File: src/dfseq_pkg.sv
/*
  Package for the data-flash command sequencer: register offsets, field
  positions, reset values, command codes, timing counts and carrier types.
  Assumes a 32-bit classic Wishbone register bus and a 100 MHz clock.
*/
package dfseq_pkg;
  // ==========================================================================
  // Register map (byte addresses, one aligned word each).
  localparam logic [7:0] ADDR_STATUS = 8'h00;
  localparam logic [7:0] ADDR_ERRSTAT = 8'h04;
  localparam logic [7:0] ADDR_CONFIG = 8'h08;
  localparam logic [7:0] ADDR_ERRCFG = 8'h0C;
  localparam logic [7:0] ADDR_INDEX = 8'h10;
  localparam logic [7:0] ADDR_DATA = 8'h14;
  localparam logic [7:0] ADDR_MARGIN = 8'h18;
  // ==========================================================================
  // Field positions.
  localparam int BIT_CCF = 7;
  localparam int BIT_ACC = 5;
  localparam int BIT_PV = 4;
  localparam int BIT_VHI = 1;
  localparam int BIT_VLO = 0;
  localparam int BIT_DFLT = 1;
  localparam int BIT_SFLT = 0;
  localparam int BIT_CMD_IRQ_EN = 7;
  localparam int BIT_SPECIAL = 0;
  // ==========================================================================
  // Command codes and slot indices.
  localparam logic [7:0] CMD_FIELD_MARGIN = 8'h0E;
  localparam logic [7:0] CMD_SECT_VERIFY = 8'h10;
  localparam logic [7:0] CMD_PROGRAM = 8'h11;
  localparam logic [7:0] CMD_SECT_ERASE = 8'h12;
  localparam logic [2:0] IDX_0 = 3'b000;
  localparam logic [2:0] IDX_1 = 3'b001;
  localparam logic [2:0] IDX_2 = 3'b010;
  localparam logic [2:0] IDX_5 = 3'b101;
  localparam logic [15:0] MARGIN_MAX = 16'h0004;
  // ==========================================================================
  // Data-flash geometry and block selector.
  localparam logic [1:0] DF_BLOCK_SEL = 2'b01;
  localparam logic [1:0] PF_BLOCK_SEL = 2'b11;
  localparam logic [15:0] DF_BASE = 16'h4000;
  localparam logic [15:0] DF_END = 16'h4800;
  localparam logic [15:0] SECTOR_MASK = 16'hFFFC;
  localparam logic [7:0] STATUS_RESET = 8'h80;
  // Flash array times in ns and derived cycle counts.
  localparam int CLK_NS = 10;
  localparam int T_PROG_NS = 20000;
  localparam int T_ERASE_NS = 40000;
  localparam int PROG_CYC = (T_PROG_NS + CLK_NS - 1) / CLK_NS;
  localparam int ERASE_CYC = (T_ERASE_NS + CLK_NS - 1) / CLK_NS;
  localparam logic [15:0] WORD_ERASED = 16'hFFFF;

  typedef enum logic [2:0] {ST_IDLE, ST_CHECK, ST_OP, ST_VERIFY, ST_DONE} seq_state_e;

  typedef struct packed {
    logic cc;
    logic acc;
    logic pv;
    logic vhi;
    logic vlo;
  } status_s;

  typedef struct packed {
    logic [2:0] margin_df;
    logic [2:0] margin_pf;
  } margin_s;
endpackage

File: src/dfseq.sv
/*
  Data-flash command sequencer with a classic Wishbone register slave.
  Assumes the flash array sits outside: read port with ECC fault strobes,
  and program and erase strobes. Protection and mode are plain inputs.
*/
`timescale 1ns/1ps
module dfseq
  import dfseq_pkg::*;
(
  input wire logic clk, // System clock.
  input wire logic rst, // Asynchronous reset, active high.
  input wire logic ce, // Clock enable, freezes state when low.
  input wire logic [7:0] wb_adr_i, // Wishbone byte address.
  input wire logic [31:0] wb_dat_i, // Wishbone write data.
  input wire logic [3:0] wb_sel_i, // Wishbone byte selects.
  input wire logic wb_we_i, // Wishbone write enable.
  input wire logic wb_cyc_i, // Wishbone cycle.
  input wire logic wb_stb_i, // Wishbone strobe.
  output logic [31:0] wb_dat_o, // Wishbone read data.
  output logic wb_ack_o, // Wishbone acknowledge.
  input wire logic special_mode, // High in special operating modes.
  input wire logic area_protected, // Target area is protected.
  output logic [15:0] fl_addr, // Flash word address.
  output logic [15:0] fl_wdata, // Flash program data.
  output logic fl_rd, // Flash read strobe.
  output logic fl_prog, // Flash program strobe.
  output logic fl_erase, // Flash sector erase strobe.
  input wire logic [15:0] fl_rdata, // Flash read data.
  input wire logic fl_sbe, // Single-bit ECC fault on read.
  input wire logic fl_dbe, // Double-bit ECC fault on read.
  output margin_s margin, // Read margin levels for each array.
  output logic cmd_irq, // Command-complete interrupt request.
  output logic err_irq // ECC fault interrupt request.
);
  // ==========================================================================
  // Storage.
  logic [15:0] slot_q [0:5];
  logic [2:0] param_slot_index_q;
  logic [2:0] launch_idx_q;
  status_s st_q;
  logic double_fault_flag_q, single_fault_flag_q;
  logic cmd_complete_irq_en_q, double_fault_irq_en_q, single_fault_irq_en_q;
  margin_s margin_q;
  seq_state_e state_q;
  logic [15:0] cnt_q;
  logic [15:0] addr_q;
  logic [2:0] words_q;
  logic [2:0] widx_q;
  logic ack_q;
  logic [31:0] rdat_q;

  // ==========================================================================
  // Bus decode. Writes to slots are ignored while a command is running.
  wire bus_req = wb_cyc_i & wb_stb_i & ~ack_q;
  wire bus_wr = bus_req & wb_we_i & wb_sel_i[0];
  wire wr_status = bus_wr && wb_adr_i == ADDR_STATUS;
  wire wr_errstat = bus_wr && wb_adr_i == ADDR_ERRSTAT;
  wire wr_config = bus_wr && wb_adr_i == ADDR_CONFIG;
  wire wr_errcfg = bus_wr && wb_adr_i == ADDR_ERRCFG;
  wire wr_index = bus_wr && wb_adr_i == ADDR_INDEX && st_q.cc;
  wire wr_data = bus_req && wb_we_i && wb_adr_i == ADDR_DATA && st_q.cc;
  wire launch = wr_status && st_q.cc && wb_dat_i[BIT_CCF];
  wire [7:0] status_rd = {st_q.cc, 1'b0, st_q.acc, st_q.pv, 2'b00, st_q.vhi, st_q.vlo};
  wire [31:0] rd_mux =
    (wb_adr_i == ADDR_STATUS) ? {24'h00_0000, status_rd} :
    (wb_adr_i == ADDR_ERRSTAT) ? {30'h0000_0000, double_fault_flag_q, single_fault_flag_q} :
    (wb_adr_i == ADDR_CONFIG) ? {24'h00_0000, cmd_complete_irq_en_q, 7'h00} :
    (wb_adr_i == ADDR_ERRCFG) ? {30'h0000_0000, double_fault_irq_en_q, single_fault_irq_en_q} :
    (wb_adr_i == ADDR_INDEX) ? {29'h0000_0000, param_slot_index_q} :
    (wb_adr_i == ADDR_DATA) ? {16'h0000, slot_q[param_slot_index_q]} :
    (wb_adr_i == ADDR_MARGIN) ? {26'h000_0000, margin_q} : 32'h0000_0000;

  // ==========================================================================
  // Launch checks, all evaluated on the slot contents at launch.
  wire [7:0] cmd = slot_q[0][15:8];
  wire [1:0] blk = slot_q[0][1:0];
  wire [15:0] a1 = slot_q[1];
  wire df_addr_ok = a1 >= DF_BASE && a1 < DF_END;
  wire [16:0] sect_end = {1'b0, a1} + {slot_q[2], 1'b0};
  wire [16:0] grp_end = {1'b0, a1} + {13'h0000, launch_idx_q - IDX_1, 1'b0};
  wire [15:0] mval = slot_q[1];
  wire acc_margin = launch_idx_q != IDX_1 || !special_mode
    || (blk != DF_BLOCK_SEL && blk != PF_BLOCK_SEL) || mval > MARGIN_MAX;
  wire acc_verify = launch_idx_q != IDX_2 || !(blk == DF_BLOCK_SEL) || !df_addr_ok
    || a1[0] || sect_end > {1'b0, DF_END};
  wire acc_prog = launch_idx_q < IDX_2 || launch_idx_q > IDX_5 || blk != DF_BLOCK_SEL
    || !df_addr_ok || a1[0] || grp_end > {1'b0, DF_END};
  wire acc_erase = launch_idx_q != IDX_1 || blk != DF_BLOCK_SEL || !df_addr_ok || a1[0];
  wire acc_any =
    (cmd == CMD_FIELD_MARGIN) ? acc_margin :
    (cmd == CMD_SECT_VERIFY) ? acc_verify :
    (cmd == CMD_PROGRAM) ? acc_prog :
    (cmd == CMD_SECT_ERASE) ? acc_erase : 1'b1;
  wire needs_prot = cmd == CMD_PROGRAM || cmd == CMD_SECT_ERASE;
  wire rd_err = fl_sbe | fl_dbe | (fl_rdata != WORD_ERASED);
  wire prog_err = fl_sbe | fl_dbe | (fl_rdata != slot_q[widx_q]);
  wire vfy_err = (cmd == CMD_PROGRAM) ? prog_err : rd_err;

  // ==========================================================================
  // Register bus slave and software controls.
  always_ff @(posedge clk or posedge rst)
    if (rst)
    begin
      ack_q <= 1'b0;
      rdat_q <= 32'h0000_0000;
      param_slot_index_q <= IDX_0;
      cmd_complete_irq_en_q <= 1'b0;
      double_fault_irq_en_q <= 1'b0;
      single_fault_irq_en_q <= 1'b0;
    end
    else if (ce)
    begin
      ack_q <= bus_req;
      rdat_q <= rd_mux;
      if (wr_index) param_slot_index_q <= wb_dat_i[2:0];
      if (wr_config) cmd_complete_irq_en_q <= wb_dat_i[BIT_CMD_IRQ_EN];
      if (wr_errcfg)
      begin
        double_fault_irq_en_q <= wb_dat_i[BIT_DFLT];
        single_fault_irq_en_q <= wb_dat_i[BIT_SFLT];
      end
    end

  // Parameter slots, written through the indexed data register.
  always_ff @(posedge clk or posedge rst)
    if (rst)
    begin
      for (int i = 0; i < 6; i++) slot_q[i] <= 16'h0000;
    end
    else if (ce && wr_data && param_slot_index_q <= IDX_5)
    begin
      if (wb_sel_i[0]) slot_q[param_slot_index_q][7:0] <= wb_dat_i[7:0];
      if (wb_sel_i[1]) slot_q[param_slot_index_q][15:8] <= wb_dat_i[15:8];
    end

  // ==========================================================================
  // ECC fault flags: a fault in the clearing cycle keeps its flag set.
  always_ff @(posedge clk or posedge rst)
    if (rst)
    begin
      double_fault_flag_q <= 1'b0;
      single_fault_flag_q <= 1'b0;
    end
    else if (ce)
    begin
      double_fault_flag_q <= (fl_rd & fl_dbe) | (double_fault_flag_q & ~(wr_errstat & wb_dat_i[BIT_DFLT]));
      single_fault_flag_q <= (fl_rd & fl_sbe) | (single_fault_flag_q & ~(wr_errstat & wb_dat_i[BIT_SFLT]));
    end

  // ==========================================================================
  // Command sequencer. Flash strobes are one-cycle pulses; the array answers
  // reads combinationally in the same cycle as fl_rd.
  always_ff @(posedge clk or posedge rst)
    if (rst)
    begin
      state_q <= ST_IDLE;
      st_q <= STATUS_RESET[7:3];
      launch_idx_q <= IDX_0;
      margin_q <= '0;
      cnt_q <= 16'h0000;
      addr_q <= 16'h0000;
      words_q <= 3'd0;
      widx_q <= 3'd0;
      fl_rd <= 1'b0;
      fl_prog <= 1'b0;
      fl_erase <= 1'b0;
      fl_addr <= 16'h0000;
      fl_wdata <= 16'h0000;
    end
    else if (ce)
    begin
      fl_rd <= 1'b0;
      fl_prog <= 1'b0;
      fl_erase <= 1'b0;
      if (wr_status && wb_dat_i[BIT_ACC]) st_q.acc <= 1'b0;
      if (wr_status && wb_dat_i[BIT_PV]) st_q.pv <= 1'b0;
      case (state_q)
        ST_IDLE:
          if (launch && !st_q.acc && !st_q.pv)
          begin
            st_q.cc <= 1'b0;
            st_q.vhi <= 1'b0;
            st_q.vlo <= 1'b0;
            launch_idx_q <= param_slot_index_q;
            state_q <= ST_CHECK;
          end
        ST_CHECK:
          if (acc_any)
          begin
            st_q.acc <= 1'b1;
            state_q <= ST_DONE;
          end
          else if (needs_prot && area_protected)
          begin
            st_q.pv <= 1'b1;
            state_q <= ST_DONE;
          end
          else if (cmd == CMD_FIELD_MARGIN)
          begin
            if (blk == DF_BLOCK_SEL) margin_q.margin_df <= mval[2:0];
            else
            begin
              margin_q.margin_df <= mval[2:0];
              margin_q.margin_pf <= mval[2:0];
            end
            state_q <= ST_DONE;
          end
          else
          begin
            widx_q <= IDX_2;
            if (cmd == CMD_SECT_VERIFY)
            begin
              addr_q <= a1;
              words_q <= 3'd0;
              cnt_q <= slot_q[2];
              state_q <= ST_VERIFY;
            end
            else if (cmd == CMD_PROGRAM)
            begin
              addr_q <= a1;
              words_q <= launch_idx_q - IDX_1;
              cnt_q <= 16'(PROG_CYC);
              fl_addr <= a1;
              fl_wdata <= slot_q[IDX_2];
              fl_prog <= 1'b1;
              state_q <= ST_OP;
            end
            else
            begin
              addr_q <= a1 & SECTOR_MASK;
              cnt_q <= 16'(ERASE_CYC);
              fl_addr <= a1 & SECTOR_MASK;
              fl_erase <= 1'b1;
              state_q <= ST_OP;
            end
          end
        ST_OP:
          if (cnt_q > 16'h0001) cnt_q <= cnt_q - 16'h0001;
          else if (cmd == CMD_PROGRAM && words_q > 3'd1)
          begin
            words_q <= words_q - 3'd1;
            widx_q <= widx_q + 3'd1;
            fl_addr <= fl_addr + 16'h0002;
            fl_wdata <= slot_q[widx_q + 3'd1];
            fl_prog <= 1'b1;
            cnt_q <= 16'(PROG_CYC);
          end
          else
          begin
            widx_q <= IDX_2;
            cnt_q <= (cmd == CMD_PROGRAM) ? {13'h0000, launch_idx_q - IDX_1} : 16'h0004;
            fl_addr <= addr_q;
            fl_rd <= 1'b1;
            words_q <= 3'd1;
            state_q <= ST_VERIFY;
          end
        ST_VERIFY:
          // words_q flags a read outstanding in the previous cycle.
          if (words_q == 3'd0 && cnt_q != 16'h0000)
          begin
            fl_addr <= addr_q;
            fl_rd <= 1'b1;
            words_q <= 3'd1;
          end
          else if (words_q == 3'd0)
            state_q <= ST_DONE;
          else
          begin
            if (vfy_err) st_q.vhi <= 1'b1;
            if (fl_dbe) st_q.vlo <= 1'b1;
            cnt_q <= cnt_q - 16'h0001;
            addr_q <= fl_addr + 16'h0002;
            widx_q <= widx_q + 3'd1;
            words_q <= 3'd0;
          end
        ST_DONE:
        begin
          st_q.cc <= 1'b1;
          state_q <= ST_IDLE;
        end
        default: state_q <= ST_IDLE;
      endcase
    end

  // ==========================================================================
  // Registered outputs; interrupts follow flag and enable by one cycle.
  always_ff @(posedge clk or posedge rst)
    if (rst)
    begin
      cmd_irq <= 1'b0;
      err_irq <= 1'b0;
      margin <= '0;
    end
    else if (ce)
    begin
      cmd_irq <= st_q.cc & cmd_complete_irq_en_q;
      err_irq <= (double_fault_flag_q & double_fault_irq_en_q) | (single_fault_flag_q & single_fault_irq_en_q);
      margin <= margin_q;
    end

  assign wb_ack_o = ack_q;
  assign wb_dat_o = rdat_q;

  // ==========================================================================
  // Checks.
  a_launch_clears: assert property (@(posedge clk) disable iff (rst)
    ce && state_q == ST_IDLE && launch && !st_q.acc && !st_q.pv |=> !st_q.cc)
    else $error("complete flag not cleared on launch");
  a_margin_mode: assert property (@(posedge clk) disable iff (rst)
    ce && state_q == ST_CHECK && cmd == CMD_FIELD_MARGIN && !special_mode |=> st_q.acc)
    else $error("margin command accepted outside special mode");
  a_df_margin_only: assert property (@(posedge clk) disable iff (rst)
    ce && state_q == ST_CHECK && !acc_any && cmd == CMD_FIELD_MARGIN && blk == DF_BLOCK_SEL
    |=> $stable(margin_q.margin_pf))
    else $error("data margin changed program margin");
  a_pv_no_prog: assert property (@(posedge clk) disable iff (rst)
    ce && state_q == ST_CHECK && !acc_any && needs_prot && area_protected |=> !fl_prog && st_q.pv)
    else $error("protected area programmed");
  a_verify_noviol: assert property (@(posedge clk) disable iff (rst)
    ce && state_q == ST_CHECK && cmd == CMD_SECT_VERIFY |=> $stable(st_q.pv))
    else $error("verify changed violation flag");
  a_cmd_irq_lvl: assert property (@(posedge clk) disable iff (rst)
    ce |=> cmd_irq == $past(st_q.cc & cmd_complete_irq_en_q))
    else $error("command interrupt mismatch");
  a_err_irq_lvl: assert property (@(posedge clk) disable iff (rst)
    ce && !double_fault_irq_en_q && !single_fault_irq_en_q |=> !err_irq)
    else $error("error interrupt without enable");
  a_bad_index: assert property (@(posedge clk) disable iff (rst)
    ce && state_q == ST_CHECK && cmd == CMD_PROGRAM && launch_idx_q < IDX_2 |=> st_q.acc ##1 st_q.cc)
    else $error("bad program index accepted");
endmodule // dfseq

File: config.mk
export PLATFORM = sky130hd
export DESIGN_NAME = dfseq
export DESIGN_NICKNAME = d
export VERILOG_FILES = /design/src/dfseq_pkg.sv /design/src/dfseq.sv
export SDC_FILE = /design/constraint.sdc
export NUM_CORES = 1
export LEC_CHECK = 0
export BUFFER_PORTS_ARGS = -buffer_cell sky130_fd_sc_hd__buf_4
export CORE_UTILIZATION = 40
export DETAILED_ROUTE_END_ITERATION = 12
export GPL_TIMING_DRIVEN = 0
export PLACE_DENSITY = 0.58
export SLEW_MARGIN = 20
export SYNTH_ARGS = -nofsm -noshare
export SYNTH_HDL_FRONTEND = slang
export SYNTH_SLANG_ARGS = --single-unit
File: constraint.sdc
create_clock -name clk -period 6.62 [get_ports clk]
set_input_delay 0.993 -clock clk [delete_from_list [all_inputs] [get_ports clk]]
set_output_delay 0.993 -clock clk [all_outputs]
set_load 0.01 [all_outputs]
Word-level counts from Yosys, hierarchy flattened --
Cells that the tools add are included. Widths: inputs -> output; s select.
Word-level totals: register bits after elaboration 235, bits of input ports 70, logic and storage cells 317, output and inout bits 76
Operators by class: $lt $le $gt $ge 14, reduce and logical (&&, ||, !) cells 69, muxes and demuxes 125, add/subtract/negate cells 7, equal/unequal tests 38, bitwise logic cells 28
Operators by type and width (count):
- $mux 16 | 39
- $mux 96 | 3
- $bwmux 96 | 2
- $bmux 16 s3 | 3
- $demux 16 s3 | 2
- $pmux 16 s3 | 2
- $mux 3 | 25
- $pmux 16 s2 | 2
- $eq 8x5->1 const B | 6
- $gt 17x15->1 const B | 2
- $ne 2x2->1 const B | 16
- $mux 1 | 30
- $eq 8x4->1 const B | 3
- $reduce_and 6->1 | 4
- $reduce_and 8->1 | 3
- $logic_and 1x1->1 | 23
- $pmux 3 s3 | 2
- $add 16x17->17 | 1
- $add 16x4->17 | 1
- $add 16x2->16 const B | 1
- $ge 16x15->1 const B | 1
- $gt 16x1->1 const B | 1
- $gt 16x3->1 const B | 1
- $logic_or 1x1->1 | 16
- 44 further kinds | 92

Longest topological paths before layout --
depth in word-level cells 11, depth in mapped cells 16, gate-level depth less buffers 14

Worst setup path before layout --
Ideal clock, no wire load.
kind flip-flop to flip-flop, start reg launch_idx_q[0], end reg cnt_q[0], stages on the path, launching flop included 16, library setup time 0.125 ns, path buffers 1, data required time 6.495 ns, arrival time 3.339 ns, setup slack 3.156 ns, period minus slack after synthesis 3.464 ns, cell sequence dfrtp_1 -> inv_1 -> ha_1 -> xnor2_1 -> inv_1 -> ha_1 -> nor2b_1 -> o221a_2 -> a211oi_1 -> nor4_1 -> nor2_1 -> and2_1 -> a221o_1 -> or2_1 -> buf_6 -> mux2_4
On the way: longest elaborated chain between the ends 11, elaborated cells on any way between the ends 32, those cells by class add/sub: 2; order compare: 3; eq/ne: 3; mux: 8; reduce/logical: 16
Ends and longest elaborated chain:
- start, declared | RTL line dfseq.sv:39 | logic [2:0] launch_idx_q;
- start signal, assigned | RTL line dfseq.sv:184 | launch_idx_q <= param_slot_index_q;
- branches (longest 11 deep; another with $add 16x4->17)
- end signal, assigned | RTL line dfseq.sv:215 | cnt_q <= slot_q[2];
- end signal, assigned | RTL line dfseq.sv:222 | cnt_q <= 16'(PROG_CYC);
- end signal, assigned | RTL line dfseq.sv:231 | cnt_q <= 16'(ERASE_CYC);
- end, declared | RTL line dfseq.sv:45 | logic [15:0] cnt_q;
Several ways; the timed one is not identified. A chain may end at the register's enable or synchronous reset.

Final worst setup path --
start reg launch_idx_q[0], end reg fl_addr[10]
On the way: longest elaborated chain between the ends 11, elaborated cells on any way between the ends 28, those cells by class add/sub: 2; order compare: 3; eq/ne: 3; mux: 4; reduce/logical: 16
Ends and longest elaborated chain:
- branches (longest 8 deep; another with $add 16x4->17)
- $mux 1 (*) | RTL line dfseq.sv:90 | (cmd == CMD_FIELD_MARGIN) ? acc_margin :
- $ne 2x2->1 (no source line) (*)
- $reduce_and 8->1 (no source line) (*)
- end signal, assigned | RTL line dfseq.sv:232 | fl_addr <= a1 & SECTOR_MASK;
- end signal, assigned | RTL line dfseq.sv:243 | fl_addr <= fl_addr + 16'h0002;
- end signal, assigned | RTL line dfseq.sv:252 | fl_addr <= addr_q;
- end, declared | RTL line dfseq.sv:23 | output logic [15:0] fl_addr,
Mark *: on every way between the ends.

==> impl_metrics.toml <==
[clock_tree]
clk_path_buf_depth = 3
cts_post_setup_buffers_inserted = 0
h_tree_level_count = 1
cts-root-buf = "clkbuf_16"
postCtsResizedCells = 0
clock_sink_count = 219
cts_tree = "yes"
path_clk_slew_ns = 0.06
cts_hold_buf = 0
latest_clock_arrival_within_the_worst_skew_pair_ns = 0.56
cts_inserted_buffers = 26

[timing]
timing_max_transition_violations_final = 0
period_minus_slack_ns = 4.784
final_setup_violation_count = 0
slew-limit-headroom_pct = 14.84
final_hold_viol_count = 0
final_min_period_over_clock_period_pct = 72.26
worst_slew_pin_slew_ns = 1.245
max_clock_freq_ghz = 0.2090
tns_ns = 0
skew_ns = 0.02675
rsz0062_at_grt = "no"

[synth]
ys_seq_area_share_pct = 37.90
netlist_area_mm2 = 0.01446
combinational_family_with_the_most_area_after_synthesis = "multiplexers"
synthDominantAreaCellType = "dfrtp_1"
synthTopCellsByCount = "218 x dfrtp_1, 145 x nand2_1, 124 x mux2_2"
syn-mean-instance-area_um2 = 9.596
synth_cell_type_count = 87
async_reset_ff_share_pct = 100.0
post_synth_simple_gate_area_pct = 14.49
ys_seq_elements = 219
synth.area.mux_share_pct = 20.48
synthCells = 1507
synth_enable_flop_cells = 0
ys_warn_count = 0
post_synth_xor_area_fraction_pct = 2.120
synth-compound-area-share_pct = 17.47
ys.flop_type = "dfrtp_1"
ys_top_cells_by_area = "dfrtp_1 38%, mux2_2 9.7%, mux4_2 5.8%"
yosys.area.top_type_share_pct = 37.72
yosys.area_share.adder_pct = 2.786
synthMostInstantiatedCell = "dfrtp_1"

[critical_path]
critical-path-top-delay-family = "simple AND/OR/NAND/NOR gates"
r2r_end = "fl_addr[10]$_DFFE_PP0P_"
startpoint = "launch_idx_q[0]$_DFFE_PP0P_"
critPathSlowestCell = "nor4b_1"
max_stage_delay_ns = 0.85
crit_path_cell_trace = "inv_1 -> ha_1 -> xnor2_1 -> inv_1 -> ha_1 -> nor2b_1 -> o221a_2 -> a211oi_1 -> nor4_1 -> nor2_1 -> o21ai_0 -> nor4b_1 -> buf_2 -> buf_2 -> a21oi_1"
crit_path_max_fanout = 10
critical_path_required_ns = 7.04
worstReg2RegStart = "launch_idx_q[0]$_DFFE_PP0P_"
crit_end = "fl_addr[10]$_DFFE_PP0P_"
timing.critical_path.to_type = "flip-flop"
count_of_cell_instances_traversed_by_the_critical_path = 15
start_kind = "flip-flop"
cp_num_buf_inv = 4
critPathArrivalTime_ns = 5.20
setup.worst_path.class = "flip-flop to flip-flop"
setup.reg_to_reg.worst_slack_ns = 1.84
ff2ff_path_depth = 15

[cells_and_area]
final_layout_size_suffix_gt1_share_pct = 21.73
multi_input_comb_area_mm2 = 0.008353
final_layout_net_count = 1767
num-fill-cells = 3406
finish.utilization_pct = 47.59
storage_cell_area_mm2 = 0.005482
layout_area_overhead_pct = 17.06
antenna-diode-count = 0

[power]
powerDensity_mw_per_mm2 = 300.6
power.share.combinational_pct = 38.2
share_seq_of_total_power_pct = 32.9
cellInternalPower_mw = 3.103
vdd_drop_max_mv = 0.1975
p_sw_mw = 1.986
p_sw_share_pct = 39.02
leakage_power_of_the_design_nw = 7.306
power_frac_clock_pct = 28.9

[placement]
dp_hpwl_mm = 39.35
buffer_ports.inserted = 109
final_estimated_routing_congestion_in_global_placement = 0.9577

[floorplanning]
die_height_um = 192.1
floorplan.die.width_um = 192.1
floorplan.io_pins = 146
fp-row-count = 69
start_util_pct = 40.66
design.die.area_mm2 = 0.03692
fp.coreArea_mm2 = 0.03557

[status]
status = "complete, no violations"

[route]
routedWlPerCell_um = 23.82
ant_nets = 0
remaining_drc_errors = 0
wirelength_mm = 51.10
via_per_inst = 6.106
via_count = 13098
dr.pass1.iters = 6
dr.first_iter.drc_count = 1216

[global_routing]
grt_remaining_overflow = 0
vias_in_the_first_global_route = 12617
global_route.usage.total_pct = 27.89
grt_start_max_net_pins = 36
grt_first_pass_wirelength_mm = 77.48
antenna_found_initial = 0

[flow_run]
max_cap_violations = 0

[min_path]
hold_path_class = "input port to async pin"
metal layers:
layer	part of all wire, %	wire [um]	vias up	GRT usage, %
met2	45	22890	572	42.43
li1	-	-	5934	-
met1	44	22260	6488	39.16
met3	8.4	4316	104	6.066
met5	0	0	-	0
met4	3.2	1636	0	9.085
final cells by class:
| type | instances | area share (%) |
|---|---|---|
| Multi-Input combinational cell | 1146 | 49.34 |
| Sequential cell | 219 | 32.38 |
| Timing Repair Buffer | 116 | 5.662 |
| Clock buffer | 36 | 4.420 |
| Tap cell | 461 | 3.407 |
| Buffer | 107 | 2.927 |
| Inverter | 50 | 1.131 |
| Clock inverter | 10 | 0.7317 |
registers in the layout, summed over array words and instances, names as in the netlist, 2 cells and up:
register / cells
slot_q: 70
margin_q: 6
blk: 2
st_q: 5
launch_idx_q: 3
fl_addr: 16
cnt_q: 16
fl_wdata: 16
words_q: 3
widx_q: 3
wb_dat_o: 16
margin: 6
addr_q: 16
a1: 16
cmd: 8
state_q: 3
param_slot_index_q: 3
cells by family after synthesis:
family,count (synthesis)
multiplexers,233
buffers and inverters,157
XOR/XNOR,35
AND/OR/NAND/NOR,444
flip-flops,219
AO/OA/AOI/OAI,387
other,1
adder cells (fa/ha/maj),31
worst min-delay path by stage:
stage,start,to
global placement,fl_wdata[5]$_DFFE_PP0P_,fl_wdata[5]$_DFFE_PP0P_
floorplan,margin_q[2]$_DFFE_PP0P_,margin_q[2]$_DFFE_PP0P_
detailed placement,fl_wdata[10]$_DFFE_PP0P_,fl_wdata[10]$_DFFE_PP0P_
global route,rst,slot_q[5]$_DFFE_PP0P_
CTS,rst,fl_prog$_DFFE_PP0P_
finish,rst,fl_prog$_DFFE_PP0P_
cells in the final DEF, fill, tap and decap left out, types with 7 or more instances in the layout:
| cell | synthesis | routed |
|---|---|---|
| dfrtp_1 | 218 | 218 |
| nand2_1 | 145 | 145 |
| buf_4 | 17 | 126 |
| mux2_2 | 124 | 124 |
| nor2_1 | 120 | 120 |
| o21ai_0 | 111 | 111 |
| a21oi_1 | 87 | 87 |
| clkbuf_1 | 68 | 72 |
| mux2i_1 | 69 | 69 |
| inv_1 | 47 | 46 |
| nand3_1 | 46 | 46 |
| mux4_2 | 37 | 37 |
| ha_1 | 29 | 29 |
| clkbuf_16 | 0 | 26 |
| nor3_1 | 24 | 24 |
| xnor2_1 | 22 | 22 |
| o31ai_1 | 22 | 22 |
| o311ai_0 | 17 | 17 |
| o22ai_1 | 17 | 17 |
| and3_1 | 16 | 16 |
| conb_1 | 1 | 16 |
| nor4_1 | 13 | 13 |
| xor2_1 | 13 | 13 |
| a31oi_1 | 13 | 13 |
| nand4_1 | 12 | 12 |
| nand2b_1 | 12 | 12 |
| buf_2 | 11 | 11 |
| o21ai_1 | 11 | 11 |
| and2_1 | 10 | 10 |
| o211ai_1 | 10 | 10 |
| a222oi_1 | 10 | 10 |
| a22oi_1 | 9 | 9 |
| buf_1 | 8 | 8 |
| nor4b_1 | 8 | 8 |
| or3_1 | 8 | 8 |
| nor3b_1 | 7 | 7 |
| a21o_1 | 7 | 7 |
| nand3b_1 | 7 | 7 |
| buf_12 | 0 | 7 |
stage by stage:
stage                     hold WS, ns  setup slack, ns  power [mW]  cell area [um^2]  instances
final                          0.4398            1.836       5.089             16930       2145
after global routing           0.4614            1.536       5.370             16930       2145
after CTS                      0.4326            1.878       5.100             16930       2145
after detailed placement       0.4767            1.771       3.614             16060       2099
after global placement         0.4697            1.237       3.582             15920       2092
after floorplan                0.4656            2.774       2.959             14520       1522
power by group through the flow:
stage / registers, mW / logic [mW] / clock network, mW
finish: 1.67 / 1.94 / 1.47
global route: 1.70 / 2.12 / 1.55
CTS: 1.67 / 1.93 / 1.50
detailed placement: 1.69 / 1.92 / 0
global placement: 1.69 / 1.89 / 0
floorplan: 1.68 / 1.28 / 0
Power figures use the tool's default switching activity.
